### src/logic/i2c_core_defs.vh
// constants for the two-wire clock generator and shift path core
// assumes a 32-bit AHB-Lite slave port with word registers
`ifndef I2C_CORE_DEFS_VH
`define I2C_CORE_DEFS_VH
// register byte offsets
`define A_CTRL   8'h00
`define A_PSC    8'h04
`define A_LOWD   8'h08
`define A_HIGHD  8'h0C
`define A_THR    8'h10
`define A_RHR    8'h14
`define A_STAT   8'h18
`define A_MASK   8'h1C
// control fields
`define C_OOR    0
`define C_MST    1
`define C_TRX    2
`define C_GO     3
`define C_BC_LO  4
`define C_BC_HI  6
// status and mask fields
`define S_TXE    0
`define S_RXF    1
`define S_AL     2
`define S_DONE   3
`define S_W      4
// misc
`define HSIZE_WORD 3'h2
`define DIV_EXTRA  17'h00006
`define FULL_WORD  4'h8
`define PH_FIRST   17'h00000
`endif

### src/logic/glitch_filter.v
// two-flop synchroniser followed by a stability filter
// assumes an asynchronous pin input and one clock domain
`timescale 1ns/1ps
`default_nettype none
module glitch_filter #(
   parameter STABLE = 4
) (
   // clock and reset
   input  wire hclk,
   input  wire hresetn,
   // pin in, clean level out
   input  wire din,
   output reg  dout
);
   reg       s1_q;
   reg       s2_q;
   reg [3:0] cnt_q;

   // synchronise, then accept a level only once it has stood still
   always @(posedge hclk or negedge hresetn) begin
      if (!hresetn) begin
         s1_q  <= 1'b1;
         s2_q  <= 1'b1;
         cnt_q <= 4'h0;
         dout  <= 1'b1;
      end else begin
         s1_q <= din;
         s2_q <= s1_q;
         if (s2_q == dout) begin
            cnt_q <= 4'h0;
         end else if (cnt_q == STABLE[3:0] - 4'h1) begin
            cnt_q <= 4'h0;
            dout  <= s2_q;
         end else begin
            cnt_q <= cnt_q + 4'h1;
         end
      end
   end
endmodule
`default_nettype wire

### src/logic/i2c_core.v
// two-wire master clock generator, shift path and register port
// assumes an AHB-Lite master on hclk and pulled-up open-drain lines
`timescale 1ns/1ps
`default_nettype none
`include "i2c_core_defs.vh"
module i2c_core #(
   parameter FILT = 4
) (
   // clock and reset
   input  wire        hclk,
   input  wire        hresetn,
   // ahb-lite slave
   input  wire        hsel,
   input  wire [7:0]  haddr,
   input  wire [1:0]  htrans,
   input  wire        hwrite,
   input  wire [2:0]  hsize,
   input  wire [31:0] hwdata,
   input  wire        hready,
   output wire        hreadyout,
   output wire        hresp,
   output reg  [31:0] hrdata,
   // serial clock line
   input  wire        scl_i,
   output wire        scl_o,
   output wire        scl_oe,
   // serial data line
   input  wire        sda_i,
   output wire        sda_o,
   output wire        sda_oe,
   // interrupt and dma events
   output wire        irq,
   output wire        dma_rx_evt,
   output wire        dma_tx_evt
);
   // one-hot engine states
   localparam [5:0] S_IDLE  = 6'h01;
   localparam [5:0] S_START = 6'h02;
   localparam [5:0] S_LOW   = 6'h04;
   localparam [5:0] S_HIGH  = 6'h08;
   localparam [5:0] S_STOPL = 6'h10;
   localparam [5:0] S_STOPH = 6'h20;

   // software registers
   reg [7:0]     ctrl_q;
   reg [7:0]     prescale_divisor;
   reg [15:0]    low_time_divisor;
   reg [15:0]    high_time_divisor;
   reg [7:0]     transmit_holding_reg;
   reg [7:0]     receive_holding_reg;
   reg [`S_W-1:0] stat_q;
   reg [`S_W-1:0] mask_q;
   reg           go_q;
   reg           tx_full_q;
   reg           rx_full_q;
   // bus pipeline
   reg           wr_q;
   reg [7:0]     wa_q;
   // clocking
   reg [7:0]     psc_act_q;
   reg [7:0]     prescaler_reg;
   reg [16:0]    ph_cnt_q;
   // engine
   reg [5:0]     state_q;
   reg [7:0]     transmit_shift_reg;
   reg [7:0]     receive_shift_reg;
   reg [3:0]     bit_idx_q;
   reg           scl_low_q;
   reg           sda_low_q;
   reg           load_q;
   reg           rxw_q;
   reg           al_q;
   reg           done_q;
   reg [31:0]    rd_mux;
   wire          scl_f;
   wire          sda_f;

   // field views of the control register
   wire       oor  = ctrl_q[`C_OOR];
   wire       mst  = ctrl_q[`C_MST];
   wire       trx  = ctrl_q[`C_TRX];
   wire [2:0] bc   = ctrl_q[`C_BC_HI:`C_BC_LO];
   // bit count 0 means a full byte, 1..7 give short words
   wire [3:0] nbits = (bc == 3'h0) ? `FULL_WORD : {1'b0, bc};

   // address decode shared by read and write paths
   function hit;
      input [7:0] a;
      input [7:0] off;
      begin
         hit = (a[7:2] == off[7:2]);
      end
   endfunction

   // noise filters on both bus inputs
   glitch_filter #(.STABLE(FILT)) u_scl_filt (
      .hclk    (hclk),
      .hresetn (hresetn),
      .din     (scl_i),
      .dout    (scl_f)
   );
   glitch_filter #(.STABLE(FILT)) u_sda_filt (
      .hclk    (hclk),
      .hresetn (hresetn),
      .din     (sda_i),
      .dout    (sda_f)
   );

   // address phase qualifier, zero wait state slave
   wire acc    = hsel & hready & htrans[1] & (hsize == `HSIZE_WORD);
   wire rd_acc = acc & ~hwrite;
   wire rd_st  = rd_acc & hit(haddr, `A_STAT);
   wire rd_rhr = rd_acc & hit(haddr, `A_RHR);
   wire wr_ctl = wr_q & hit(wa_q, `A_CTRL);
   wire wr_thr = wr_q & hit(wa_q, `A_THR);
   assign hreadyout = 1'b1;
   assign hresp     = 1'b0;

   // read data selection, unmapped words read zero
   always @* begin
      rd_mux = 32'h0000_0000;
      if (hit(haddr, `A_CTRL)) begin
         rd_mux = {24'h000000, ctrl_q[7:4], go_q, ctrl_q[2:0]};
      end else if (hit(haddr, `A_PSC)) begin
         rd_mux = {24'h000000, prescale_divisor};
      end else if (hit(haddr, `A_LOWD)) begin
         rd_mux = {16'h0000, low_time_divisor};
      end else if (hit(haddr, `A_HIGHD)) begin
         rd_mux = {16'h0000, high_time_divisor};
      end else if (hit(haddr, `A_THR)) begin
         rd_mux = {24'h000000, transmit_holding_reg};
      end else if (hit(haddr, `A_RHR)) begin
         rd_mux = {24'h000000, receive_holding_reg};
      end else if (hit(haddr, `A_STAT)) begin
         rd_mux = {28'h0000000, stat_q};
      end else if (hit(haddr, `A_MASK)) begin
         rd_mux = {28'h0000000, mask_q};
      end
   end

   // bus pipeline and register writes in the data phase
   always @(posedge hclk or negedge hresetn) begin
      if (!hresetn) begin
         wr_q                 <= 1'b0;
         wa_q                 <= 8'h00;
         hrdata               <= 32'h0000_0000;
         ctrl_q               <= 8'h00;
         prescale_divisor     <= 8'h00;
         psc_act_q            <= 8'h00;
         low_time_divisor     <= 16'h0000;
         high_time_divisor    <= 16'h0000;
         transmit_holding_reg <= 8'h00;
         mask_q               <= {`S_W{1'b0}};
      end else begin
         wr_q <= acc & hwrite;
         if (acc) begin
            wa_q <= haddr;
         end
         if (rd_acc) begin
            hrdata <= rd_mux;
         end
         if (wr_ctl) begin
            ctrl_q <= {hwdata[7:4], 1'b0, hwdata[2:0]};
            // divisor is copied into the running prescaler only on the rising edge
            if (hwdata[`C_OOR] & ~oor) begin
               psc_act_q <= prescale_divisor;
            end
         end
         if (wr_q & hit(wa_q, `A_PSC)) begin
            prescale_divisor <= hwdata[7:0];
         end
         if (wr_q & hit(wa_q, `A_LOWD)) begin
            low_time_divisor <= hwdata[15:0];
         end
         if (wr_q & hit(wa_q, `A_HIGHD)) begin
            high_time_divisor <= hwdata[15:0];
         end
         if (wr_thr) begin
            transmit_holding_reg <= hwdata[7:0];
         end
         if (wr_q & hit(wa_q, `A_MASK)) begin
            mask_q <= hwdata[`S_W-1:0];
         end
      end
   end

   // sticky status, go request and holding flags; a set beats a clear
   wire [`S_W-1:0] ev = {done_q, al_q, rxw_q, load_q};
   wire            start_ok;
   always @(posedge hclk or negedge hresetn) begin
      if (!hresetn) begin
         stat_q    <= {`S_W{1'b0}};
         go_q      <= 1'b0;
         tx_full_q <= 1'b0;
         rx_full_q <= 1'b0;
      end else begin
         stat_q    <= (stat_q & ~{`S_W{rd_st}}) | ev;
         // a go written together with out-of-reset must not be lost
         go_q      <= ((go_q & ~start_ok) | (wr_ctl & hwdata[`C_GO])) &
                      (wr_ctl ? hwdata[`C_OOR] : oor);
         tx_full_q <= (tx_full_q & ~load_q) | wr_thr;
         rx_full_q <= (rx_full_q & ~rd_rhr) | rxw_q;
      end
   end

   // interrupt and dma pacing levels
   assign irq        = |(stat_q & mask_q);
   assign dma_rx_evt = rx_full_q;
   assign dma_tx_evt = oor & trx & ~tx_full_q;

   // prescaler: module clock tick every divisor+1 input clocks, idle in reset
   wire mod_tick = oor & (prescaler_reg == psc_act_q);
   always @(posedge hclk or negedge hresetn) begin
      if (!hresetn) begin
         prescaler_reg <= 8'h00;
      end else if (!oor | mod_tick) begin
         prescaler_reg <= 8'h00;
      end else begin
         prescaler_reg <= prescaler_reg + 8'h01;
      end
   end

   // phase length in module clock periods for the current state
   wire        high_ph = state_q[1] | state_q[3] | state_q[5];
   wire [16:0] ph_len  = high_ph ? ({1'b0, high_time_divisor} + `DIV_EXTRA)
                                 : ({1'b0, low_time_divisor} + `DIV_EXTRA);
   // high phases count only once the line is really high
   wire        ph_run  = mod_tick & (~high_ph | scl_f);
   wire        ph_end  = ph_run & (ph_cnt_q == ph_len - 17'h00001);
   wire        ph_one  = ph_run & (ph_cnt_q == `PH_FIRST);
   wire        bus_free = scl_f & sda_f;
   wire        ack_bit  = (bit_idx_q == nbits);
   assign start_ok = state_q[0] & go_q & mst & bus_free &
                     (tx_full_q | ~trx);

   // divider counter, restarts each phase and rests in reset
   always @(posedge hclk or negedge hresetn) begin
      if (!hresetn) begin
         ph_cnt_q <= 17'h00000;
      end else if (!oor | ph_end | state_q[0]) begin
         ph_cnt_q <= 17'h00000;
      end else if (ph_run) begin
         ph_cnt_q <= ph_cnt_q + 17'h00001;
      end
   end

   // transfer engine: start, data bits, ack bit, stop
   always @(posedge hclk or negedge hresetn) begin
      if (!hresetn) begin
         state_q             <= S_IDLE;
         transmit_shift_reg  <= 8'h00;
         receive_shift_reg   <= 8'h00;
         receive_holding_reg <= 8'h00;
         bit_idx_q           <= 4'h0;
         scl_low_q           <= 1'b0;
         sda_low_q           <= 1'b0;
         load_q              <= 1'b0;
         rxw_q               <= 1'b0;
         al_q                <= 1'b0;
         done_q              <= 1'b0;
      end else begin
         load_q <= 1'b0;
         rxw_q  <= 1'b0;
         al_q   <= 1'b0;
         done_q <= 1'b0;
         if (!oor | !mst) begin
            state_q   <= S_IDLE;
            scl_low_q <= 1'b0;
            sda_low_q <= 1'b0;
         end else begin
            case (state_q)
               S_IDLE: begin
                  if (start_ok) begin
                     // start condition: data low while clock high
                     state_q   <= S_START;
                     sda_low_q <= 1'b1;
                     bit_idx_q <= 4'h0;
                     receive_shift_reg <= 8'h00;
                     if (trx) begin
                        // left-align short words so the msb leaves first
                        transmit_shift_reg <= transmit_holding_reg << (`FULL_WORD - nbits);
                        load_q <= 1'b1;
                     end
                  end
               end
               S_START: begin
                  if (ph_end) begin
                     state_q   <= S_LOW;
                     scl_low_q <= 1'b1;
                  end
               end
               S_LOW: begin
                  // change data only after the clock is low
                  if (ph_one) begin
                     if (ack_bit) begin
                        sda_low_q <= ~trx;
                     end else begin
                        sda_low_q <= trx & ~transmit_shift_reg[7];
                     end
                  end
                  if (ph_end) begin
                     state_q   <= S_HIGH;
                     scl_low_q <= 1'b0;
                  end
               end
               S_HIGH: begin
                  if (ph_end) begin
                     if (!ack_bit & trx & ~sda_low_q & ~sda_f) begin
                        // another master pulled data low: back off
                        state_q   <= S_IDLE;
                        sda_low_q <= 1'b0;
                        al_q      <= 1'b1;
                     end else if (!ack_bit) begin
                        state_q   <= S_LOW;
                        scl_low_q <= 1'b1;
                        bit_idx_q <= bit_idx_q + 4'h1;
                        transmit_shift_reg <= transmit_shift_reg << 1;
                        receive_shift_reg  <= {receive_shift_reg[6:0], sda_f};
                     end else begin
                        state_q   <= S_STOPL;
                        scl_low_q <= 1'b1;
                        if (!trx) begin
                           receive_holding_reg <= receive_shift_reg;
                           rxw_q <= 1'b1;
                        end
                     end
                  end
               end
               S_STOPL: begin
                  if (ph_one) begin
                     sda_low_q <= 1'b1;
                  end
                  if (ph_end) begin
                     state_q   <= S_STOPH;
                     scl_low_q <= 1'b0;
                  end
               end
               S_STOPH: begin
                  // releasing data while clock is high makes the stop
                  if (ph_end) begin
                     state_q   <= S_IDLE;
                     sda_low_q <= 1'b0;
                     done_q    <= 1'b1;
                  end
               end
               default: begin
                  state_q   <= S_IDLE;
                  scl_low_q <= 1'b0;
                  sda_low_q <= 1'b0;
               end
            endcase
         end
      end
   end

   // open-drain pins: drive low or release
   assign scl_o  = 1'b0;
   assign sda_o  = 1'b0;
   assign scl_oe = scl_low_q & mst;
   assign sda_oe = sda_low_q;
endmodule
`default_nettype wire

### config.mk
export PLATFORM = sky130hd
export DESIGN_NAME = i2c_core
export DESIGN_NICKNAME = d
export VERILOG_FILES = /design/src/logic/glitch_filter.v /design/src/logic/i2c_core.v
export VERILOG_INCLUDE_DIRS = /design/src /design/src/logic
export SDC_FILE = /design/constraint.sdc
export NUM_CORES = 1
export LEC_CHECK = 0
export ABC_CLOCK_PERIOD_IN_PS = 5900
export BUFFER_PORTS_ARGS = -buffer_cell sky130_fd_sc_hd__buf_2
export CAP_MARGIN = 5
export CORE_UTILIZATION = 43
export DETAILED_ROUTE_END_ITERATION = 16
export GPL_TIMING_DRIVEN = 1
export PLACE_DENSITY_LB_ADDON = 0.1
export SLEW_MARGIN = 30
export SYNTH_ARGS = -nofsm -noshare
export SYNTH_HDL_FRONTEND = slang
export SYNTH_SLANG_ARGS = --single-unit
export TNS_END_PERCENT = 20
### constraint.sdc
create_clock -name hclk -period 5.9 [get_ports hclk]
set_input_delay 0.59 -clock hclk [delete_from_list [all_inputs] [get_ports hclk]]
set_output_delay 0.59 -clock hclk [all_outputs]
set_load 0.01 [all_outputs]
==> results.cfg <==
[pwr]
p_leak_uw = 0.00489
peakVddDrop_mv = 0.190
total_power_uw = 2860
pwr_density_cell_mw_per_mm2 = 255

[yosys]
synth_top_family_by_area = multiplexers
yosysSeqAreaShare = 0.438
synthArstFlopShare = 1.00
yosysTopAreaCell = dfrtp_1
syn_area_mm2 = 0.0101
synth_adder_area_share = 0.0124
synth-simple-area-share = 0.168
synth_cells = 979
ys_ff_latch = 176
synth_mux_area_frac = 0.174
synthFlopType = dfrtp_1
ys_types = 80
synthTopCellsByCount = dfrtp_1, mux2_2, nand2_1, nor2_1, o21ai_0
synth_top_area_frac = 0.420
yosys_warnings = 0
ys_top_cells_by_area = dfrtp_1, mux2_2, mux2i_1
synth_enable_flop_cells = 0
synth-xor-area-share = 0.0683
synth_compound_area_frac = 0.0953
syn_area_per_cell_um2 = 10.3
yosysMostFrequentCell = dfrtp_1

[timing]
rsz0062_at_grt = false
hold_viol = 0
setup_viol = 0
maxSlewViolCount = 0
finClkSkew_ns = 0.0117
max_freq_mhz = 192
setup-tns-final_ns = 0
worst_slew_pin_slew_ns = 0.970
max_slew_margin = 0.348
finalCriticalPeriod_ns = 5.20
period_share = 0.882

[layout]
design_area_mm2 = 0.0112
antenna_cells = 0
areaGrowthSynthToFinish_pct = 10.9
n_fill_cell = 2122
drive_gt1_frac = 0.217
nets = 1078
largest_register_ffs = 17
largest-register = ph_cnt_q

[grt]
antenna_found_initial = 0
grt_start_max_net_pins = 68
grtUsageTotal = 0.210
globalRouteOverflowTotal = 0
grt_pass1_vias = 6963
grt_pass1_wl_mm = 39.0

[cts]
cts_buffers = 17
holdBufCountCts = 0
cts_root_buf = clkbuf_16
clk_path_buf_depth = 2
cts_tree = built
cts-resized-gates = 0
clock_sinks = 176
postCtsSetupBuffers = 0
htreeDepth = 4
path_clk_slew_ns = 0.07
insertion_delay_ns = 0.44

[floorplanning]
coreArea_mm2 = 0.0228
fp.dieH_um = 155
core.rowCount = 55
fp.dieW_um = 155
start_util = 0.442
pin_count = 93
dieArea_mm2 = 0.0241

[critical_path]
crit_path_start_kind = flip-flop
required_ns = 6.22
critPathCaptureType = flip-flop
cp.depth = 15
rr_worst_depth = 15
path_buf_inv = 1
critPathSlowestCell = or4_1
worstPathArrival_ns = 5.52
cp_top_family = simple AND/OR/NAND/NOR gates
crit_fanout = 11
max_stage_delay_ns = 0.53
rrSetupSlack_ns = 0.70
crit_path_cell_trace = nor3_2 -> mux2i_1 -> ha_1 -> xnor2_1 -> or3b_1 -> a2111oi_2 -> o2111ai_1 -> or3_1 -> xnor2_1 -> or4_1 -> a2111oi_2 -> nand3_1 -> o31ai_2 -> buf_4 -> mux2_1
path_class = reg2reg

[detailed_routing]
via_count = 7298
drt_iter0_markers = 371
vias_per_cell = 5.44
drc = 0
wl_per_cell_um = 18.1
routed_wl_mm = 24.3
ant_nets = 0
first_pass_iters = 5

[status]
outcome = complete, no violations

[place]
portBuffers = 53
placed_area_mm2 = 0.0106
place_congestion = 0.820
hpwl_mm = 17.8

[flow_run]
cap_violations = 0

[min_path]
hold_class = in2async
metrics by stage:
| step | hold slack (ns) | setup slack (ns) | cells | utilization |
|---|---|---|---|---|
| after floorplan | 0.294 | 0.884 | 997 | - |
| after global placement | 0.346 | 0.696 | 1309 | 0.464 |
| after detailed placement | 0.347 | 0.661 | 1310 | 0.464 |
| after CTS | 0.109 | 0.638 | 1342 | 0.491 |
| after global routing | 0.128 | 0.206 | 1342 | 0.491 |
| final | 0.0849 | 0.698 | 1342 | 0.491 |
worst reg2reg max path: stages (launching register included):
cell	delay (ns)
dfrtp_1	0.49
nor3_2	0.32
mux2i_1	0.28
ha_1	0.35
xnor2_1	0.11
or3b_1	0.39
a2111oi_2	0.36
o2111ai_1	0.31
or3_1	0.44
xnor2_1	0.17
or4_1	0.53
a2111oi_2	0.47
nand3_1	0.17
o31ai_2	0.09
buf_4	0.27
mux2_1	0.35
area by class of cell:
class                   count  area, µm²  area share
clock buffers              19        453      0.0405
clock inverters            13        160      0.0143
inverters                  25       93.8     0.00839
multi-input cells         731       5310       0.475
flip-flops and latches    176       4410       0.395
well taps                 313        392      0.0350
repair buffers             65        362      0.0323
where the power goes:
group	total [µW]	switching [µW]	internal, µW
Sequential	1360	86.3	1270
Clock	1170	543	630
Combinational	325	183	142
routing by layer:
metal  global-route usage  share of wire  routed length (µm)  vias up
met5                    0              0                   0        -
met1                0.307           0.51               12400     3574
met3               0.0415          0.040                 974       24
li1                     -              -                   -     3547
met4               0.0552          0.013                 306        0
met2                0.318           0.44               10600      153
cell families after synthesis:
logic type	after synthesis
compound gates	148
xor+xnor	77
fa+ha+maj	10
buf+inv	90
flops	176
mux	154
other cells	2
simple gates	322
worst paths after layout:
path,from,end
max in group asynchronous,hresetn,receive_shift_reg[2]$_DFFE_PN0P_
worst max-delay path,state_q[3]$_DFFE_PN0P_,bit_idx_q[0]$_DFFE_PN0P_
worst max register to register,state_q[3]$_DFFE_PN0P_,bit_idx_q[0]$_DFFE_PN0P_
worst min register to register,u_scl_filt.s1_q$_DFF_PN1_,u_scl_filt.s2_q$_DFF_PN1_
worst min-delay path,hresetn,u_scl_filt.cnt_q[3]$_DFF_PN0_
min in group hclk,scl_i,u_scl_filt.s1_q$_DFF_PN1_
cells in the final DEF, fill, tap and decap left out, drive strengths merged, types with 7 or more instances in the layout:
| cell | count |
|---|---|
| a21o | 8 |
| a21oi | 17 |
| and2 | 9 |
| and3 | 13 |
| buf | 65 |
| clkbuf | 19 |
| conb | 20 |
| dfrtp | 169 |
| dfstp | 7 |
| ha | 10 |
| inv | 33 |
| mux2 | 94 |
| mux2i | 53 |
| mux4 | 7 |
| nand2 | 72 |
| nand2b | 8 |
| nand3 | 42 |
| nand3b | 8 |
| nand4 | 10 |
| nor2 | 66 |
| nor3 | 30 |
| nor3b | 7 |
| nor4 | 11 |
| o21ai | 66 |
| or3 | 14 |
| or4 | 7 |
| xnor2 | 39 |
| xor2 | 37 |
Note: power is estimated with default switching activity, not from simulation.
